===== config.mk =====
export PLATFORM = sky130hd
export DESIGN_NAME = sar_adc_serial_readout
export DESIGN_NICKNAME = d
export VERILOG_FILES = /design/src/hdl/sar_pkg.sv /design/src/hdl/sar_adc_serial_readout.sv /design/src/hdl/sar_sync.sv
export VERILOG_INCLUDE_DIRS = /design/src /design/src/hdl
export SDC_FILE = /design/constraint.sdc
export NUM_CORES = 1
export LEC_CHECK = 0
export BUFFER_PORTS_ARGS = -buffer_cell sky130_fd_sc_hd__buf_2
export CAP_MARGIN = 25
export CORE_MARGIN = 2
export CORE_UTILIZATION = 49
export CTS_CLUSTER_SIZE = 8
export DETAILED_ROUTE_END_ITERATION = 10
export HOLD_SLACK_MARGIN = 0.15
export PLACE_DENSITY_LB_ADDON = 0.05
export SYNTH_ARGS = -nofsm -noshare
export SYNTH_HDL_FRONTEND = slang
export SYNTH_SLANG_ARGS = --single-unit

===== constraint.sdc =====
create_clock -name aclk -period 2 [get_ports aclk]
set_clock_uncertainty 0.05 [all_clocks]
set_input_delay 0.4 -clock aclk [delete_from_list [all_inputs] [get_ports aclk]]
set_output_delay 0.4 -clock aclk [all_outputs]
set_load 0.02 [all_outputs]

===== src/hdl/sar_cfg.svh =====
`ifndef SAR_CFG_SVH
`define SAR_CFG_SVH

// ----------------------------------------------------------------------
// clock and timing
// ----------------------------------------------------------------------
`define SAR_CLK_PERIOD_NS 100
// conversion time of the internal converter core
`define SAR_CONV_TIME_NS 8000
`define SAR_CONV_CYC ((`SAR_CONV_TIME_NS + `SAR_CLK_PERIOD_NS - 1) / `SAR_CLK_PERIOD_NS)
// clock_start_delay before the internal burst
`define SAR_START_DLY_NS 200
`define SAR_START_DLY_CYC ((`SAR_START_DLY_NS + `SAR_CLK_PERIOD_NS - 1) / `SAR_CLK_PERIOD_NS)
// half period of the internally made serial_bit_clock
`define SAR_BIT_HALF_NS 200
`define SAR_BIT_HALF_CYC ((`SAR_BIT_HALF_NS + `SAR_CLK_PERIOD_NS - 1) / `SAR_CLK_PERIOD_NS)

// ----------------------------------------------------------------------
// widths
// ----------------------------------------------------------------------
`define SAR_RES_W  16
`define SAR_ADDR_W 8
`define SAR_CNT_W  8

// ----------------------------------------------------------------------
// register map
// ----------------------------------------------------------------------
`define SAR_CTRL_OFS   8'h00
`define SAR_STAT_OFS   8'h04
`define SAR_RESULT_OFS 8'h08
`define SAR_CTRL_SRC_BIT   0
`define SAR_CTRL_FMT_BIT   1
`define SAR_CTRL_SRC_RST   1'h0
`define SAR_CTRL_FMT_RST   1'h1
`define SAR_STAT_BUSY_BIT  0
`define SAR_STAT_VALID_BIT 1
`define SAR_STAT_READ_BIT  2
`define SAR_STAT_ARMED_BIT 3
`define SAR_RESP_OKAY   2'h0
`define SAR_RESP_DECERR 2'h3

`endif


===== src/hdl/sar_pkg.sv =====
package sar_pkg;
`include "sar_cfg.svh"

    // ------------------------------------------------------------------
    // readout sequencer, gray along idle-delay-high-low
    // ------------------------------------------------------------------
    typedef enum logic [2:0] {
        SAR_RD_IDLE  = 3'h0,
        SAR_RD_DELAY = 3'h1,
        SAR_RD_HIGH  = 3'h3,
        SAR_RD_LOW   = 3'h2,
        SAR_RD_EXT   = 3'h6
    } sar_rd_e;

    // ------------------------------------------------------------------
    // axi4-lite carriers
    // ------------------------------------------------------------------
    typedef struct packed {
        logic                   awvalid;
        logic [`SAR_ADDR_W-1:0] awaddr;
        logic                   wvalid;
        logic [31:0]            wdata;
        logic [3:0]             wstrb;
        logic                   bready;
        logic                   arvalid;
        logic [`SAR_ADDR_W-1:0] araddr;
        logic                   rready;
    } sar_axi_req_s;

    typedef struct packed {
        logic        awready;
        logic        wready;
        logic        bvalid;
        logic [1:0]  bresp;
        logic        arready;
        logic        rvalid;
        logic [31:0] rdata;
        logic [1:0]  rresp;
    } sar_axi_rsp_s;

    // ------------------------------------------------------------------
    // whole state of the readout block
    // ------------------------------------------------------------------
    typedef struct packed {
        sar_axi_rsp_s           rsp;
        logic                   aw_got;
        logic                   w_got;
        logic [`SAR_ADDR_W-1:0] waddr;
        logic [1:0]             wbits;
        logic                   wlane0;
        logic                   clk_src;
        logic                   fmt;
        logic                   cs_prev;
        logic                   rc_prev;
        logic                   clk_prev;
        logic                   busy_n;
        logic [`SAR_CNT_W-1:0]  conv_cnt;
        logic [`SAR_RES_W-1:0]  stored;
        logic [1:0]             nconv;
        sar_rd_e                rd;
        logic [`SAR_CNT_W-1:0]  cnt;
        logic [4:0]             bitcnt;
        logic [`SAR_RES_W:0]    shreg;
        logic                   edge_seen;
        logic                   frame_pend;
        logic                   presented;
        logic                   sdata;
        logic                   frame;
        logic                   sclk_out;
        logic                   sclk_oe;
    } sar_state_s;

endpackage : sar_pkg


===== src/hdl/sar_adc_serial_readout.sv =====
// Decided for this implementation: the placing of the registers and the AXI4-Lite register port.
`timescale 1ns/1ps
module sar_adc_serial_readout
    import sar_pkg::*;
#(
    parameter int RES_W    = `SAR_RES_W,
    parameter int CONV_CYC = `SAR_CONV_CYC,
    parameter int DLY_CYC  = `SAR_START_DLY_CYC,
    parameter int HALF_CYC = `SAR_BIT_HALF_CYC
) (
    input  wire logic               aclk,
    input  wire logic               aresetn,
    input  wire logic               ce,
    input  wire sar_axi_req_s       axi_req,
    output sar_axi_rsp_s            axi_rsp,
    input  wire logic               chip_select_n,
    input  wire logic               read_convert_n,
    input  wire logic               serial_bit_clock_i,
    output logic                    serial_bit_clock_o,
    output logic                    serial_bit_clock_oe,
    input  wire logic               cascade_input,
    input  wire logic [RES_W-1:0]   sar_result,
    output logic                    serial_data,
    output logic                    frame_pulse,
    output logic                    busy_n
);

    // ------------------------------------------------------------------
    // elaboration checks
    // ------------------------------------------------------------------
    // the burst must finish inside one conversion and counters are 8 bit
    if (RES_W != `SAR_RES_W || CONV_CYC < 2 || CONV_CYC > 255 ||
        DLY_CYC < 1 || HALF_CYC < 1 ||
        DLY_CYC + 2 * HALF_CYC * RES_W >= CONV_CYC) begin : g_bad_cfg
        $error("sar_adc_serial_readout: unsupported parameters");
    end

    localparam logic [`SAR_CNT_W-1:0] CONV_C = `SAR_CNT_W'(CONV_CYC);
    localparam logic [`SAR_CNT_W-1:0] DLY_C  = `SAR_CNT_W'(DLY_CYC);
    localparam logic [`SAR_CNT_W-1:0] HALF_C = `SAR_CNT_W'(HALF_CYC);
    localparam logic [4:0]            LAST_B = 5'(RES_W - 1);

    sar_state_s st_reg;
    sar_state_s st_next;

    // ------------------------------------------------------------------
    // pin synchronisers
    // ------------------------------------------------------------------
    logic [3:0] pin_s;
    logic       cs_s;
    logic       rc_s;
    logic       clk_s;
    logic       tag_s;

    sar_sync #(
        .W (4)
    ) u_sync (
        .aclk    (aclk),
        .aresetn (aresetn),
        .ce      (ce),
        .din     ({chip_select_n, read_convert_n, serial_bit_clock_i, cascade_input}),
        .dout    (pin_s)
    );

    assign cs_s  = pin_s[3];
    assign rc_s  = pin_s[2];
    assign clk_s = pin_s[1];
    assign tag_s = pin_s[0];

    // ------------------------------------------------------------------
    // output format
    // ------------------------------------------------------------------
    // core result is straight binary; twos complement flips the MSB
    function automatic logic [RES_W-1:0] sar_fmt(input logic [RES_W-1:0] x,
                                                 input logic             sb);
        sar_fmt = sb ? x : {~x[RES_W-1], x[RES_W-2:0]};
    endfunction : sar_fmt

    // ------------------------------------------------------------------
    // strobe and clock events
    // ------------------------------------------------------------------
    logic strobe_or;
    logic strobe_or_prev;
    logic conv_start;
    logic ext_enter;
    logic ext_leave;
    logic clk_rise;

    // strobes are ORed; conversion begins on the later falling edge
    assign strobe_or      = cs_s | rc_s;
    assign strobe_or_prev = st_reg.cs_prev | st_reg.rc_prev;
    assign conv_start     = strobe_or_prev & ~strobe_or & st_reg.busy_n;
    // read entry: rc rises with cs low, or cs falls with rc high
    assign ext_enter = st_reg.clk_src & ~cs_s & rc_s &
                       (~st_reg.rc_prev | st_reg.cs_prev);
    assign ext_leave = cs_s | ~rc_s;
    assign clk_rise  = clk_s & ~st_reg.clk_prev;

    // ------------------------------------------------------------------
    // axi4-lite decode helpers
    // ------------------------------------------------------------------
    logic aw_hs;
    logic w_hs;
    logic ar_hs;

    assign aw_hs = axi_req.awvalid & st_reg.rsp.awready;
    assign w_hs  = axi_req.wvalid & st_reg.rsp.wready;
    assign ar_hs = axi_req.arvalid & st_reg.rsp.arready;

    // ------------------------------------------------------------------
    // next state
    // ------------------------------------------------------------------
    always_comb begin
        logic [31:0]             rword;
        logic [1:0]              rresp;
        logic [`SAR_ADDR_W-1:0]  waddr;
        logic [1:0]              wbits;
        logic                    wlane0;
        rword  = 32'h0;
        rresp  = `SAR_RESP_OKAY;
        waddr  = st_reg.waddr;
        wbits  = st_reg.wbits;
        wlane0 = st_reg.wlane0;
        st_next = st_reg;

        // register write: address and data in either order
        if (aw_hs) begin
            waddr = axi_req.awaddr;
            st_next.aw_got = 1'b1;
        end
        if (w_hs) begin
            wbits  = axi_req.wdata[1:0];
            wlane0 = axi_req.wstrb[0];
            st_next.w_got = 1'b1;
        end
        st_next.waddr  = waddr;
        st_next.wbits  = wbits;
        st_next.wlane0 = wlane0;
        if (st_next.aw_got && st_next.w_got && !st_reg.rsp.bvalid) begin
            st_next.aw_got    = 1'b0;
            st_next.w_got     = 1'b0;
            st_next.rsp.bvalid = 1'b1;
            st_next.rsp.bresp  = `SAR_RESP_OKAY;
            if (waddr == `SAR_CTRL_OFS) begin
                if (wlane0) begin
                    st_next.clk_src = wbits[`SAR_CTRL_SRC_BIT];
                    st_next.fmt     = wbits[`SAR_CTRL_FMT_BIT];
                end
            end else if (waddr != `SAR_STAT_OFS && waddr != `SAR_RESULT_OFS) begin
                st_next.rsp.bresp = `SAR_RESP_DECERR;
            end
        end else if (st_reg.rsp.bvalid && axi_req.bready) begin
            st_next.rsp.bvalid = 1'b0;
        end

        // register read, answered the edge after the address is taken
        case (axi_req.araddr)
            `SAR_CTRL_OFS: begin
                rword[`SAR_CTRL_SRC_BIT] = st_reg.clk_src;
                rword[`SAR_CTRL_FMT_BIT] = st_reg.fmt;
            end
            `SAR_STAT_OFS: begin
                rword[`SAR_STAT_BUSY_BIT]  = st_reg.busy_n;
                rword[`SAR_STAT_VALID_BIT] = st_reg.nconv[1];
                rword[`SAR_STAT_READ_BIT]  = (st_reg.rd != SAR_RD_IDLE);
                rword[`SAR_STAT_ARMED_BIT] = st_reg.edge_seen;
            end
            `SAR_RESULT_OFS: begin
                rword[RES_W-1:0] = st_reg.stored;
            end
            default: begin
                rresp = `SAR_RESP_DECERR;
            end
        endcase
        if (ar_hs) begin
            st_next.rsp.rvalid = 1'b1;
            st_next.rsp.rdata  = rword;
            st_next.rsp.rresp  = rresp;
        end else if (st_reg.rsp.rvalid && axi_req.rready) begin
            st_next.rsp.rvalid = 1'b0;
        end

        // strobe history for edge detection
        st_next.cs_prev  = cs_s;
        st_next.rc_prev  = rc_s;
        st_next.clk_prev = clk_s;

        // conversion: busy low while it runs, result stored at the end
        if (conv_start) begin
            st_next.busy_n   = 1'b0;
            st_next.conv_cnt = CONV_C;
        end else if (!st_reg.busy_n) begin
            if (st_reg.conv_cnt == `SAR_CNT_W'(1)) begin
                st_next.stored = sar_result;
                st_next.busy_n = 1'b1;
                if (!st_reg.nconv[1]) begin
                    st_next.nconv = st_reg.nconv + 2'h1;
                end
            end
            st_next.conv_cnt = st_reg.conv_cnt - `SAR_CNT_W'(1);
        end

        // a rising edge seen outside the read state arms a frame pulse
        if (st_reg.clk_src && clk_rise && st_reg.rd != SAR_RD_EXT) begin
            st_next.edge_seen = 1'b1;
        end

        // readout sequencer
        case (st_reg.rd)
            SAR_RD_IDLE: begin
                st_next.sclk_out = 1'b0;
                if (!st_reg.clk_src && conv_start) begin
                    // previous result, tag level parked behind the LSB
                    st_next.shreg  = {sar_fmt(st_reg.stored, st_reg.fmt), tag_s};
                    st_next.sdata  = sar_fmt(st_reg.stored, st_reg.fmt) >> (RES_W - 1) != 0;
                    st_next.cnt    = DLY_C;
                    st_next.bitcnt = 5'h0;
                    st_next.rd     = SAR_RD_DELAY;
                end else if (ext_enter) begin
                    st_next.shreg      = {sar_fmt(st_reg.stored, st_reg.fmt), tag_s};
                    st_next.sdata      = sar_fmt(st_reg.stored, st_reg.fmt) >> (RES_W - 1) != 0;
                    st_next.frame_pend = st_reg.edge_seen;
                    st_next.edge_seen  = 1'b0;
                    st_next.presented  = 1'b0;
                    st_next.frame      = 1'b0;
                    st_next.rd         = SAR_RD_EXT;
                end
            end
            SAR_RD_DELAY: begin
                // hold off the burst until clock_start_delay has passed
                if (st_reg.cnt == `SAR_CNT_W'(1)) begin
                    st_next.sclk_out = 1'b1;
                    st_next.cnt      = HALF_C;
                    st_next.rd       = SAR_RD_HIGH;
                end else begin
                    st_next.cnt = st_reg.cnt - `SAR_CNT_W'(1);
                end
            end
            SAR_RD_HIGH: begin
                if (st_reg.cnt == `SAR_CNT_W'(1)) begin
                    st_next.sclk_out = 1'b0;
                    st_next.cnt      = HALF_C;
                    st_next.rd       = SAR_RD_LOW;
                end else begin
                    st_next.cnt = st_reg.cnt - `SAR_CNT_W'(1);
                end
            end
            SAR_RD_LOW: begin
                // data moves only after the falling edge of its pulse
                if (st_reg.cnt == `SAR_CNT_W'(1)) begin
                    st_next.shreg  = {st_reg.shreg[RES_W-1:0], tag_s};
                    st_next.sdata  = st_reg.shreg[RES_W-1];
                    st_next.bitcnt = st_reg.bitcnt + 5'h1;
                    if (st_reg.bitcnt == LAST_B) begin
                        st_next.rd = SAR_RD_IDLE;
                    end else begin
                        st_next.sclk_out = 1'b1;
                        st_next.cnt      = HALF_C;
                        st_next.rd       = SAR_RD_HIGH;
                    end
                end else begin
                    st_next.cnt = st_reg.cnt - `SAR_CNT_W'(1);
                end
            end
            SAR_RD_EXT: begin
                // data changes on rising edges so it spans fall then rise
                if (ext_leave) begin
                    st_next.frame = 1'b0;
                    st_next.rd    = SAR_RD_IDLE;
                end else if (clk_rise) begin
                    if (st_reg.frame_pend) begin
                        st_next.frame      = 1'b1;
                        st_next.frame_pend = 1'b0;
                    end else if (!st_reg.presented) begin
                        st_next.frame     = 1'b0;
                        st_next.presented = 1'b1;
                    end else begin
                        // upstream bits follow the LSB down the chain
                        st_next.shreg = {st_reg.shreg[RES_W-1:0], tag_s};
                        st_next.sdata = st_reg.shreg[RES_W-1];
                        st_next.frame = 1'b0;
                    end
                end
            end
            default: begin
                st_next.rd = SAR_RD_IDLE;
            end
        endcase

        // pin direction follows the clock source select
        st_next.sclk_oe = ~st_next.clk_src;
        if (st_next.clk_src) begin
            st_next.sclk_out = 1'b0;
        end

        // ready flags are registered; one transfer of each kind at a time
        st_next.rsp.awready = ~st_next.aw_got & ~st_next.rsp.bvalid;
        st_next.rsp.wready  = ~st_next.w_got & ~st_next.rsp.bvalid;
        st_next.rsp.arready = ~st_next.rsp.rvalid;
    end

    // ------------------------------------------------------------------
    // state register
    // ------------------------------------------------------------------
    always_ff @(posedge aclk) begin
        if (!aresetn) begin
            st_reg         <= '0;
            st_reg.clk_src <= `SAR_CTRL_SRC_RST;
            st_reg.fmt     <= `SAR_CTRL_FMT_RST;
            st_reg.cs_prev <= 1'b0; // sync chain also starts at zero,
            st_reg.rc_prev <= 1'b0; // so release shows no false strobe fall
            st_reg.busy_n  <= 1'b1;
            st_reg.sclk_oe <= 1'b1;
            st_reg.rd      <= SAR_RD_IDLE;
        end else if (ce) begin
            st_reg <= st_next;
        end
    end

    // ------------------------------------------------------------------
    // outputs, all from flops
    // ------------------------------------------------------------------
    assign axi_rsp             = st_reg.rsp;
    assign serial_bit_clock_o  = st_reg.sclk_out;
    assign serial_bit_clock_oe = st_reg.sclk_oe;
    assign serial_data         = st_reg.sdata;
    assign frame_pulse         = st_reg.frame;
    assign busy_n              = st_reg.busy_n;

endmodule : sar_adc_serial_readout


===== src/hdl/sar_sync.sv =====
`timescale 1ns/1ps

// two-flop synchroniser for pins from outside the aclk domain
module sar_sync #(
    parameter int W = 1
) (
    input  wire logic         aclk,
    input  wire logic         aresetn,
    input  wire logic         ce,
    input  wire logic [W-1:0] din,
    output logic      [W-1:0] dout
);
    // stage 0 is read only by stage 1
    logic [1:0][W-1:0] st_reg;
    logic [1:0][W-1:0] st_next;

    // ------------------------------------------------------------------
    // shift chain
    // ------------------------------------------------------------------
    always_comb begin
        st_next    = st_reg;
        st_next[0] = din;
        st_next[1] = st_reg[0];
    end

    always_ff @(posedge aclk) begin
        if (!aresetn) begin
            st_reg <= '0;
        end else if (ce) begin
            st_reg <= st_next;
        end
    end

    assign dout = st_reg[1];
endmodule : sar_sync


Yosys cells after proc, flatten, opt, wreduce, memory -nomap -nowiden

Index checks and enable logic that the tools add are counted.
W data, S select, Z words.

Flip-flop bits (word level): 117
Input port bits: 80
Output and inout port bits: 46
Logic and storage cells: 203

Add/sub/neg operators: 4
Equal/unequal tests: 31
Muxes and demuxes: 68
Bitwise gates (word level): 29
Reductions and logical operators: 35

Operators with widths:

| operator              | count |
|---|---|
| $mux W16              | 6 |
| $pmux W16 S3          | 1 |
| $mux W8               | 4 |
| $mux W27              | 1 |
| $mux W3               | 8 |
| $ne A3 B3 Y1 const B  | 8 |
| $pmux W8 S3           | 1 |
| $mux W2               | 11 |
| $mux W22              | 1 |
| $ne A2 B2 Y1 const B  | 11 |
| $mux W1               | 21 |
| $mux W21              | 1 |
| $mux W18              | 1 |
| $reduce_and A6 Y1     | 3 |
| $eq A8 B1 Y1 const B  | 2 |
| $logic_not A8 Y1      | 2 |
| $reduce_and A4 Y1     | 4 |
| $sub A8 B1 Y8 const B | 2 |
| $pmux W3 S5           | 1 |
| $not A1 Y1            | 14 |
| $mux W13              | 1 |
| $mux W12              | 1 |
| $and A1 B1 Y1         | 11 |
| $pmux W5 S2           | 1 |
| 31 further kinds      | 50 |

Depth between registers and ports, before layout

Gate-level depths: netlist of the first run.

Word-level depth: 8
Depth in mapped cells: 8
Gate-level depth less buffers: 8

By module

A second synthesis of the first run with hierarchy kept.

Cells, all modules: 713
Area total of the unflattened synthesis: 5825.6 um2

Modules (own cells, without submodules):

| module                 | times used | cells an instance | area an instance (um2) | sequential area each (um2) |
|---|---|---|---|---|
| sar_adc_serial_readout | 1          | 688               | 5524.0                 | 2142.1 |
| sar_sync               | 1          | 25                | 301.5                  | 160.2 |

Worst setup path after synthesis of the first run

No wires, ideal clock.

Path type: register to register
Start: register, netlist name busy_n
End: register st_reg[12] in the netlist's numbering
Setup time: 0.146 ns
Data arrival time: 1.987 ns
Required time: 1.804 ns
Slack: -0.183 ns
Cell stages (with the launch flop): 6
Buffers on the path: 1
Period minus slack after synthesis: 2.183 ns
Cells stage by stage: dfxtp_1 or3b_4 o21ba_4 a2111oi_4 buf_4 a211oi_2

Longest elaborated chain between the ends: 4
Elaborated cells between the ends (all ways): 6
Those cells by class: 1 x eq/ne; 2 x mux; 1 x bitwise; 2 x reduce/logical

Ends and longest elaborated chain:

| element                                                            | RTL line                      | RTL |
|---|---|---|
| $and A1 B1 Y1 *                                                    | sar_adc_serial_readout.sv:92  | `assign conv_start = strobe_or_prev & ~strobe_or & st_reg.busy_n;` |
| $logic_and A1 B1 Y1 *                                              | sar_adc_serial_readout.sv:212 | `if (!st_reg.clk_src && conv_start) begin` |
| $ne A3 B3 Y1 (no line) / $mux W16 (equally long branches)          | --                            |  |
| $reduce_and A8 Y1 (no line) / $pmux W16 S3 (equally long branches) | --                            |  |
| end signal: assignment                                             | sar_adc_serial_readout.sv:316 | `st_reg <= st_next;` |
| end: declaration                                                   | sar_adc_serial_readout.sv:43  | `sar_state_s st_reg;` |

Mark *: on every way between the ends. The rest lies on a longest branch, timed or not.
A chain may end at the register's enable or synchronous reset.

Worst setup path in the final report of the first run

Start: register u_sync.st_reg, in the netlist u_sync.dout[3]
End: register st_reg, in the netlist serial_data

Longest elaborated chain between the ends: 7
Elaborated cells between the ends (all ways): 15
Those cells by class: 2 x eq/ne; 2 x mux; 9 x bitwise; 2 x reduce/logical

Ends and longest elaborated chain:

| element                                                           | RTL line                      | RTL |
|---|---|---|
| start: declaration                                                | sar_sync.sv:14                | `logic [1:0][W-1:0] st_reg;` |
| start signal: assignment                                          | sar_sync.sv:30                | `st_reg <= st_next;` |
| $or A1 B1 Y1                                                      | sar_adc_serial_readout.sv:90  | `assign strobe_or = cs_s \| rc_s;` |
| $not A1 Y1                                                        | sar_adc_serial_readout.sv:92  |  |
| $and A1 B1 Y1 (2 in series)                                       | sar_adc_serial_readout.sv:92  |  |
| $logic_and A1 B1 Y1                                               | sar_adc_serial_readout.sv:212 |  |
| $ne A3 B3 Y1 (no line) / $mux W1 (equally long branches)          | --                            |  |
| $reduce_and A8 Y1 (no line) / $pmux W1 S3 (equally long branches) | --                            |  |

Parallel ways exist; a longest one is shown, timed or not.

==> results of run 1 <==
==> where the power goes <==
part	switching (mW)	internal [mW]	total, mW
registers	0.131	2.46	2.59
clock network	0.992	1.86	2.85
logic	0.871	0.771	1.64
==> cell usage after synthesis (2+ instances only) <==
master     count  area, sq um
a211oi_1       9        67.56
a211oi_2      13        162.7
a21oi_1       38        190.2
a22oi_1       15        112.6
a311o_1        2        20.02
a311oi_1       4        35.03
a31oi_1       22        137.6
a41oi_1        3        26.28
and2_1        17        106.4
and3_1         8        50.05
buf_1          5        18.77
buf_2          3        15.01
buf_4         42        315.3
buf_6          2        22.52
clkbuf_1      22        82.58
dfxtp_1      115         2302
ha_1           6        75.07
inv_1         13        48.80
mux2_2         3        33.78
mux2i_1       40        400.4
nand2_1       42        157.7
nand2b_1       7        43.79
nand3_1       12        60.06
nand3b_1       2        15.01
nand4_1        7        43.79
nor2_1       110        412.9
nor2b_1        9        56.30
nor3_1        12        60.06
nor3b_1        6        45.04
nor4_1         4        25.02
nor4b_1        2        17.52
o2111ai_1      2        17.52
o211ai_1       6        45.04
o21ai_0       14        70.07
o21bai_1       2        15.01
o221a_2        2        22.52
or3_1          2        12.51
xnor2_1        2        17.52
xor2_1         4        35.03
==> through the flow <==
step / hold slack, ps / instances / instance area (sq um)
global placement: 393.9 / 865 / 6295
floorplan: 386.0 / 666 / 5709
CTS: 158.9 / 901 / 6982
finish: 176.8 / 905 / 7161
detailed placement: 399.6 / 865 / 6295
global route: 172.2 / 905 / 7161
==> how the worst min path moves through the flow <==
stage,from,endpoint,slack (ps),depth (start not counted)
after floorplan,st_reg[79],st_reg[79],390,2
after global placement,st_reg[81],st_reg[81],390,2
after detailed placement,st_reg[80],st_reg[80],400,2
after CTS,sar_result[10],st_reg[52],160,3
after global routing,sar_result[10],st_reg[52],170,3
final,sar_result[8],st_reg[50],180,3
==> timing repair <==
| item | CTS | global route |
|---|---|---|
| pin swaps | 10 | 14 |
| cloned | 2 | 3 |
| setup endpoints to repair | 14 | 47 |
| hold buffers | 0 | 0 |
| setup buffers | 3 | 1 |
| gates resized for setup | 12 | 25 |
==> kinds of logic after synthesis <==
| group | after synthesis | synth area share |
|---|---|---|
| AO/OA/AOI/OAI | 145 | 0.1908 |
| flip-flops | 115 | 0.4097 |
| multiplexers | 43 | 0.07726 |
| other | 1 | 0.0006674 |
| XOR/XNOR | 6 | 0.009352 |
| buffers and inverters | 88 | 0.09018 |
| AND/OR/NAND/NOR | 247 | 0.2086 |
| adder cells (fa/ha/maj) | 6 | 0.01336 |
==> critical path, delay by kind of cell, from the launching register on <==
family          cells  cell delay (ps)
compound gates      3              770
buf+inv             2              310
flops               1              350
simple gates        2              410
==> per-layer routing <==
metal | GRT usage | routed length, um
met1 | 0.2905 | 6354
met3 | 0.05467 | 601
met5 | 0 | 0
met4 | 0.07078 | 82
met2 | 0.3485 | 6402
==> layout make-up <==
cell class / instances / area, sq um
Clock buffer: 22 / 495.5
Tap cell: 143 / 178.9
Clock inverter: 9 / 77.57
Timing Repair Buffer: 139 / 1012
Multi-Input combinational cell: 463 / 3029
Fill cell: 992 / 4160
Sequential cell: 115 / 2313
Inverter: 14 / 53.80
==> flow_summary.ini, run 1 <==
[sta]
min_period_over_period = 0.9966
relSlewSlack = 0.6173
tightest_slew_ps = 568.8
fmax_ghz = 0.5017
drv_slew = 0
setup_tns_ps = 0
fin_crit_ps = 1993
rsz0062_at_grt = yes
setup_violations = 0
fin_ws_ps = 6.751
hold_viol_final = 0

[worst_setup_path]
timing.rr.start = u_sync.dout[3]
startpoint_type = register
slowest_stage = or3b_4
cp.arrival_ps = 2260
worstPathRequired_ps = 2270
critical-path-max-stage-delay_ps = 380
reg2reg_to = serial_data
path_max_fanout = 5
ff2ff_path_depth = 7
crit_type = register to register
crit_chain = or3b_4 -> o21ba_4 -> a2111oi_4 -> buf_6 -> buf_12 -> nor2_4 -> a311oi_2
reg2reg_slack_ps = 7
endpoint = serial_data
crit_path_end_kind = register
crit_start = u_sync.dout[3]

[global_routing]
grt_max_degree = 46
grt_pass1_wl_mm = 22.11
grt.overflow.total = 0
grt_pass1_vias = 4719
track_usage = 0.2180
grt_antenna_before_repair = 0

[cells_and_area]
drive_gt1_frac = 0.2940
antenna_cells = 0
final_cell_mix = dfxtp_1 (110), nor2_1 (104), buf_2 (76)
fin_util = 0.6325
largest_reg_flops = 79
area_delta_synth_final_pct = 27.43
finalNetCount = 836
layout_commonest_cell = dfxtp_1

[synth]
ys.flop_type = dfxtp_1
avgSynthCellArea_sq_um = 8.632
ys_ff_latch = 115
synth_cells = 651
seq_area_frac_synth = 0.4097
synth_edf_count = 0
synth_area_sq_um = 5619
async_reset_ff_frac = 0
yosysWarnings = 0
yosysUniqueCellTypes = 61

[cts]
clock_latency_ps = 410
cts-root-buf = clkbuf_16
clkSinkCount = 115
tritoncts = yes
cts-htree-levels = 4
clockBufferDepth = 2
path_clk_slew_ps = 50
cts_buffers = 17

[outcome]
outcome = complete, no violations

[floorplan]
start_util = 0.4964
die_w_um = 111.1
ios = 126
die_h_um = 111.1
core_area_sq_um = 11320
dieArea_sq_um = 12340
num_rows = 39

[routing]
drtAntennaViolNets = 0
wl_mm = 13.44
drc = 0
wl_per_cell_um = 14.85
dr.first_iter.drc_count = 255
route.vias.total = 4905
vias_per_cell = 5.420
firstDrtPassIters = 5

[place]
gp_congestion = 0.8557
place_hpwl_mm = 9.286
port_buffers = 76
pre_cts_ws_ps = -117.3

[power_and_ir_drop]
peakVddDrop_mv = 0.7900
powerDensity_nw_per_um2 = 989.2
leakage_nw = 2.884
power.total_mw = 7.083

[hold_path]
holdCritPathClass = input port to register

[job]
maxCapViolations = 0
(Power assumes the default switching activity.)
==> run 2: changes to the inputs <==
==> constraint.sdc (replaced) <==
create_clock -name aclk -period 1.7 [get_ports aclk]
set_clock_uncertainty 0.05 [all_clocks]
set_input_delay 0.34 -clock aclk [delete_from_list [all_inputs] [get_ports aclk]]
set_output_delay 0.34 -clock aclk [all_outputs]
set_load 0.02 [all_outputs]
==> run 2 against run 1 <==
Effect of this change: worst setup slack got worse by 350 ps; final area increased by 12%; critical path depth unchanged; the flow now finishes with violations (negative setup slack); clock power increased by 23%; routed wire length increased by 13%; sequential power increased by 17%; via count increased by 8.3%; largest power group unchanged; hold slack got worse by 11 ps; register-to-register slack got worse by 350 ps.
==> flow_summary.ini, run 2 (same netlist as run 1, synthesis figures left out) <==
[floorplan]
die_w_um = 111.1
dieArea_sq_um = 12340
die_h_um = 111.1
ios = 126
core_area_sq_um = 11320
start_util = 0.4964
num_rows = 39

[cts]
clock_latency_ps = 420
clockBufferDepth = 2
cts_buffers = 17
clkSinkCount = 115
cts-htree-levels = 4
cts-root-buf = clkbuf_16
path_clk_slew_ps = 50
tritoncts = yes

[hold_path]
holdCritPathClass = input port to register
min_from = axi_req[11]

[cells_and_area]
area_delta_synth_final_pct = 42.17
finalInstanceArea_sq_um = 7989
largest_reg_flops = 79
layout_commonest_cell = dfxtp_1
finalNetCount = 913
fillers = 870
antenna_cells = 0
drive_gt1_frac = 0.3623
final_cell_mix = dfxtp_1 (107), nor2_1 (100), buf_4 (91)

[sta]
fin_crit_ps = 2046
setup_violations = 42
hold_viol_final = 0
rsz0062_at_grt = yes
drv_slew = 0
fin_ws_ps = -345.8
fmax_ghz = 0.4888
min_period_over_period = 1.203
whs_ps = 165.5

[power_and_ir_drop]
combPwrFrac = 0.265
leakage_nw = 3.288
power.total_mw = 8.887
clkPwrFrac = 0.394
power.switching_mw = 2.527
switching_share = 0.2843
internal_power_mw = 6.360
p_seq_frac = 0.341
powerDensity_nw_per_um2 = 1112
peakVddDrop_mv = 0.9661

[outcome]
outcome = complete, but fails checks
failed_checks = negative setup slack

[routing]
dr.first_iter.drc_count = 317
vias_per_cell = 5.410
drc = 0
wl_per_cell_um = 15.47
firstDrtPassIters = 4
wl_mm = 15.20
drtAntennaViolNets = 0
route.vias.total = 5313

[worst_setup_path]
path_max_fanout = 12
critPathBufInv = 2
crit_path_end_kind = register
worstPathRequired_ps = 1980
crit_start = busy_n
cp.arrival_ps = 2330
critical-path-max-stage-delay_ps = 390
crit_type = register to register
startpoint_type = register
crit_chain = or3b_4 -> o21ba_4 -> a2111oi_4 -> buf_6 -> clkbuf_16 -> nor2_1 -> a211oi_2
path_delay_family = compound AO/OA/AOI/OAI gates
slowest_stage = or3b_4
timing.rr.start = busy_n

[global_routing]
grt_pass1_vias = 5264
track_usage = 0.2470
grt_pass1_wl_mm = 24.77
grt.overflow.total = 0
grt_antenna_before_repair = 0
grt_max_degree = 33

[place]
place_hpwl_mm = 9.917
post_dp_cell_area_sq_um = 6599
pre_cts_ws_ps = -333.3
port_buffers = 76
gp_congestion = 0.8855

[job]
maxCapViolations = 0
[run 2: worst paths after layout]
kind / end / slack (ps) / depth (start not counted)
worst max-delay path: st_reg[11] / -350 / 7
worst min-delay path: st_reg[72] / 170 / 3
worst max register to register: st_reg[11] / -350 / 7
worst min register to register: st_reg[80] / 410 / 2
[run 2: layout make-up]
cell class | count | area [sq um] | share of cell area
Clock buffer | 21 | 480.5 | 0.06014
Clock inverter | 10 | 105.1 | 0.01316
Inverter | 14 | 53.80 | 0.006735
Multi-Input combinational cell | 464 | 3202 | 0.4008
Sequential cell | 115 | 2315 | 0.2897
Tap cell | 143 | 178.9 | 0.02240
Timing Repair Buffer | 215 | 1654 | 0.2070
[run 2: worst reg2reg max path, stage by stage (launching register included)]
cell	delay, ps
dfxtp_4	350
or3b_4	390
o21ba_4	230
a2111oi_4	350
buf_6	180
clkbuf_16	170
nor2_1	60
a211oi_2	190
[run 2: stage by stage]
stage,instances,setup TNS (ps),utilization
after floorplan,666,-6055,-
after global placement,900,-10450,0.5829
after detailed placement,900,-10760,0.5829
after CTS,974,-7238,0.6839
after global routing,982,-11490,0.7057
final,982,-7233,0.7057
[run 2: what timing repair did]
| item | 4_1_cts | 5_1_grt |
|---|---|---|
| pin swaps | 14 | 21 |
| hold buffers | 30 | 0 |
| setup endpoints to repair | 59 | 61 |
| hold endpoints to repair | 30 | 0 |
| gates cloned | 3 | 2 |
| buffers inserted | 10 | 7 |
| gates resized for setup | 31 | 38 |
[run 2: power groups by stage]
stage	Sequential (mW)	Combinational [mW]	Clock, mW
5_1_grt	3.05	2.53	3.69
2_1_floorplan	3.07	1.21	0
6_report	3.03	2.36	3.50
3_3_place_gp	3.06	1.79	0
4_1_cts	3.02	2.05	3.56
3_5_place_dp	3.07	1.83	0
[run 2: metal layers]
metal,GRT usage,up-vias,share of wire
met5,0,-,0
met4,0.09465,0,0.017
li1,-,2621,-
met3,0.07108,28,0.051
met2,0.4266,155,0.49
met1,0.2905,2509,0.44
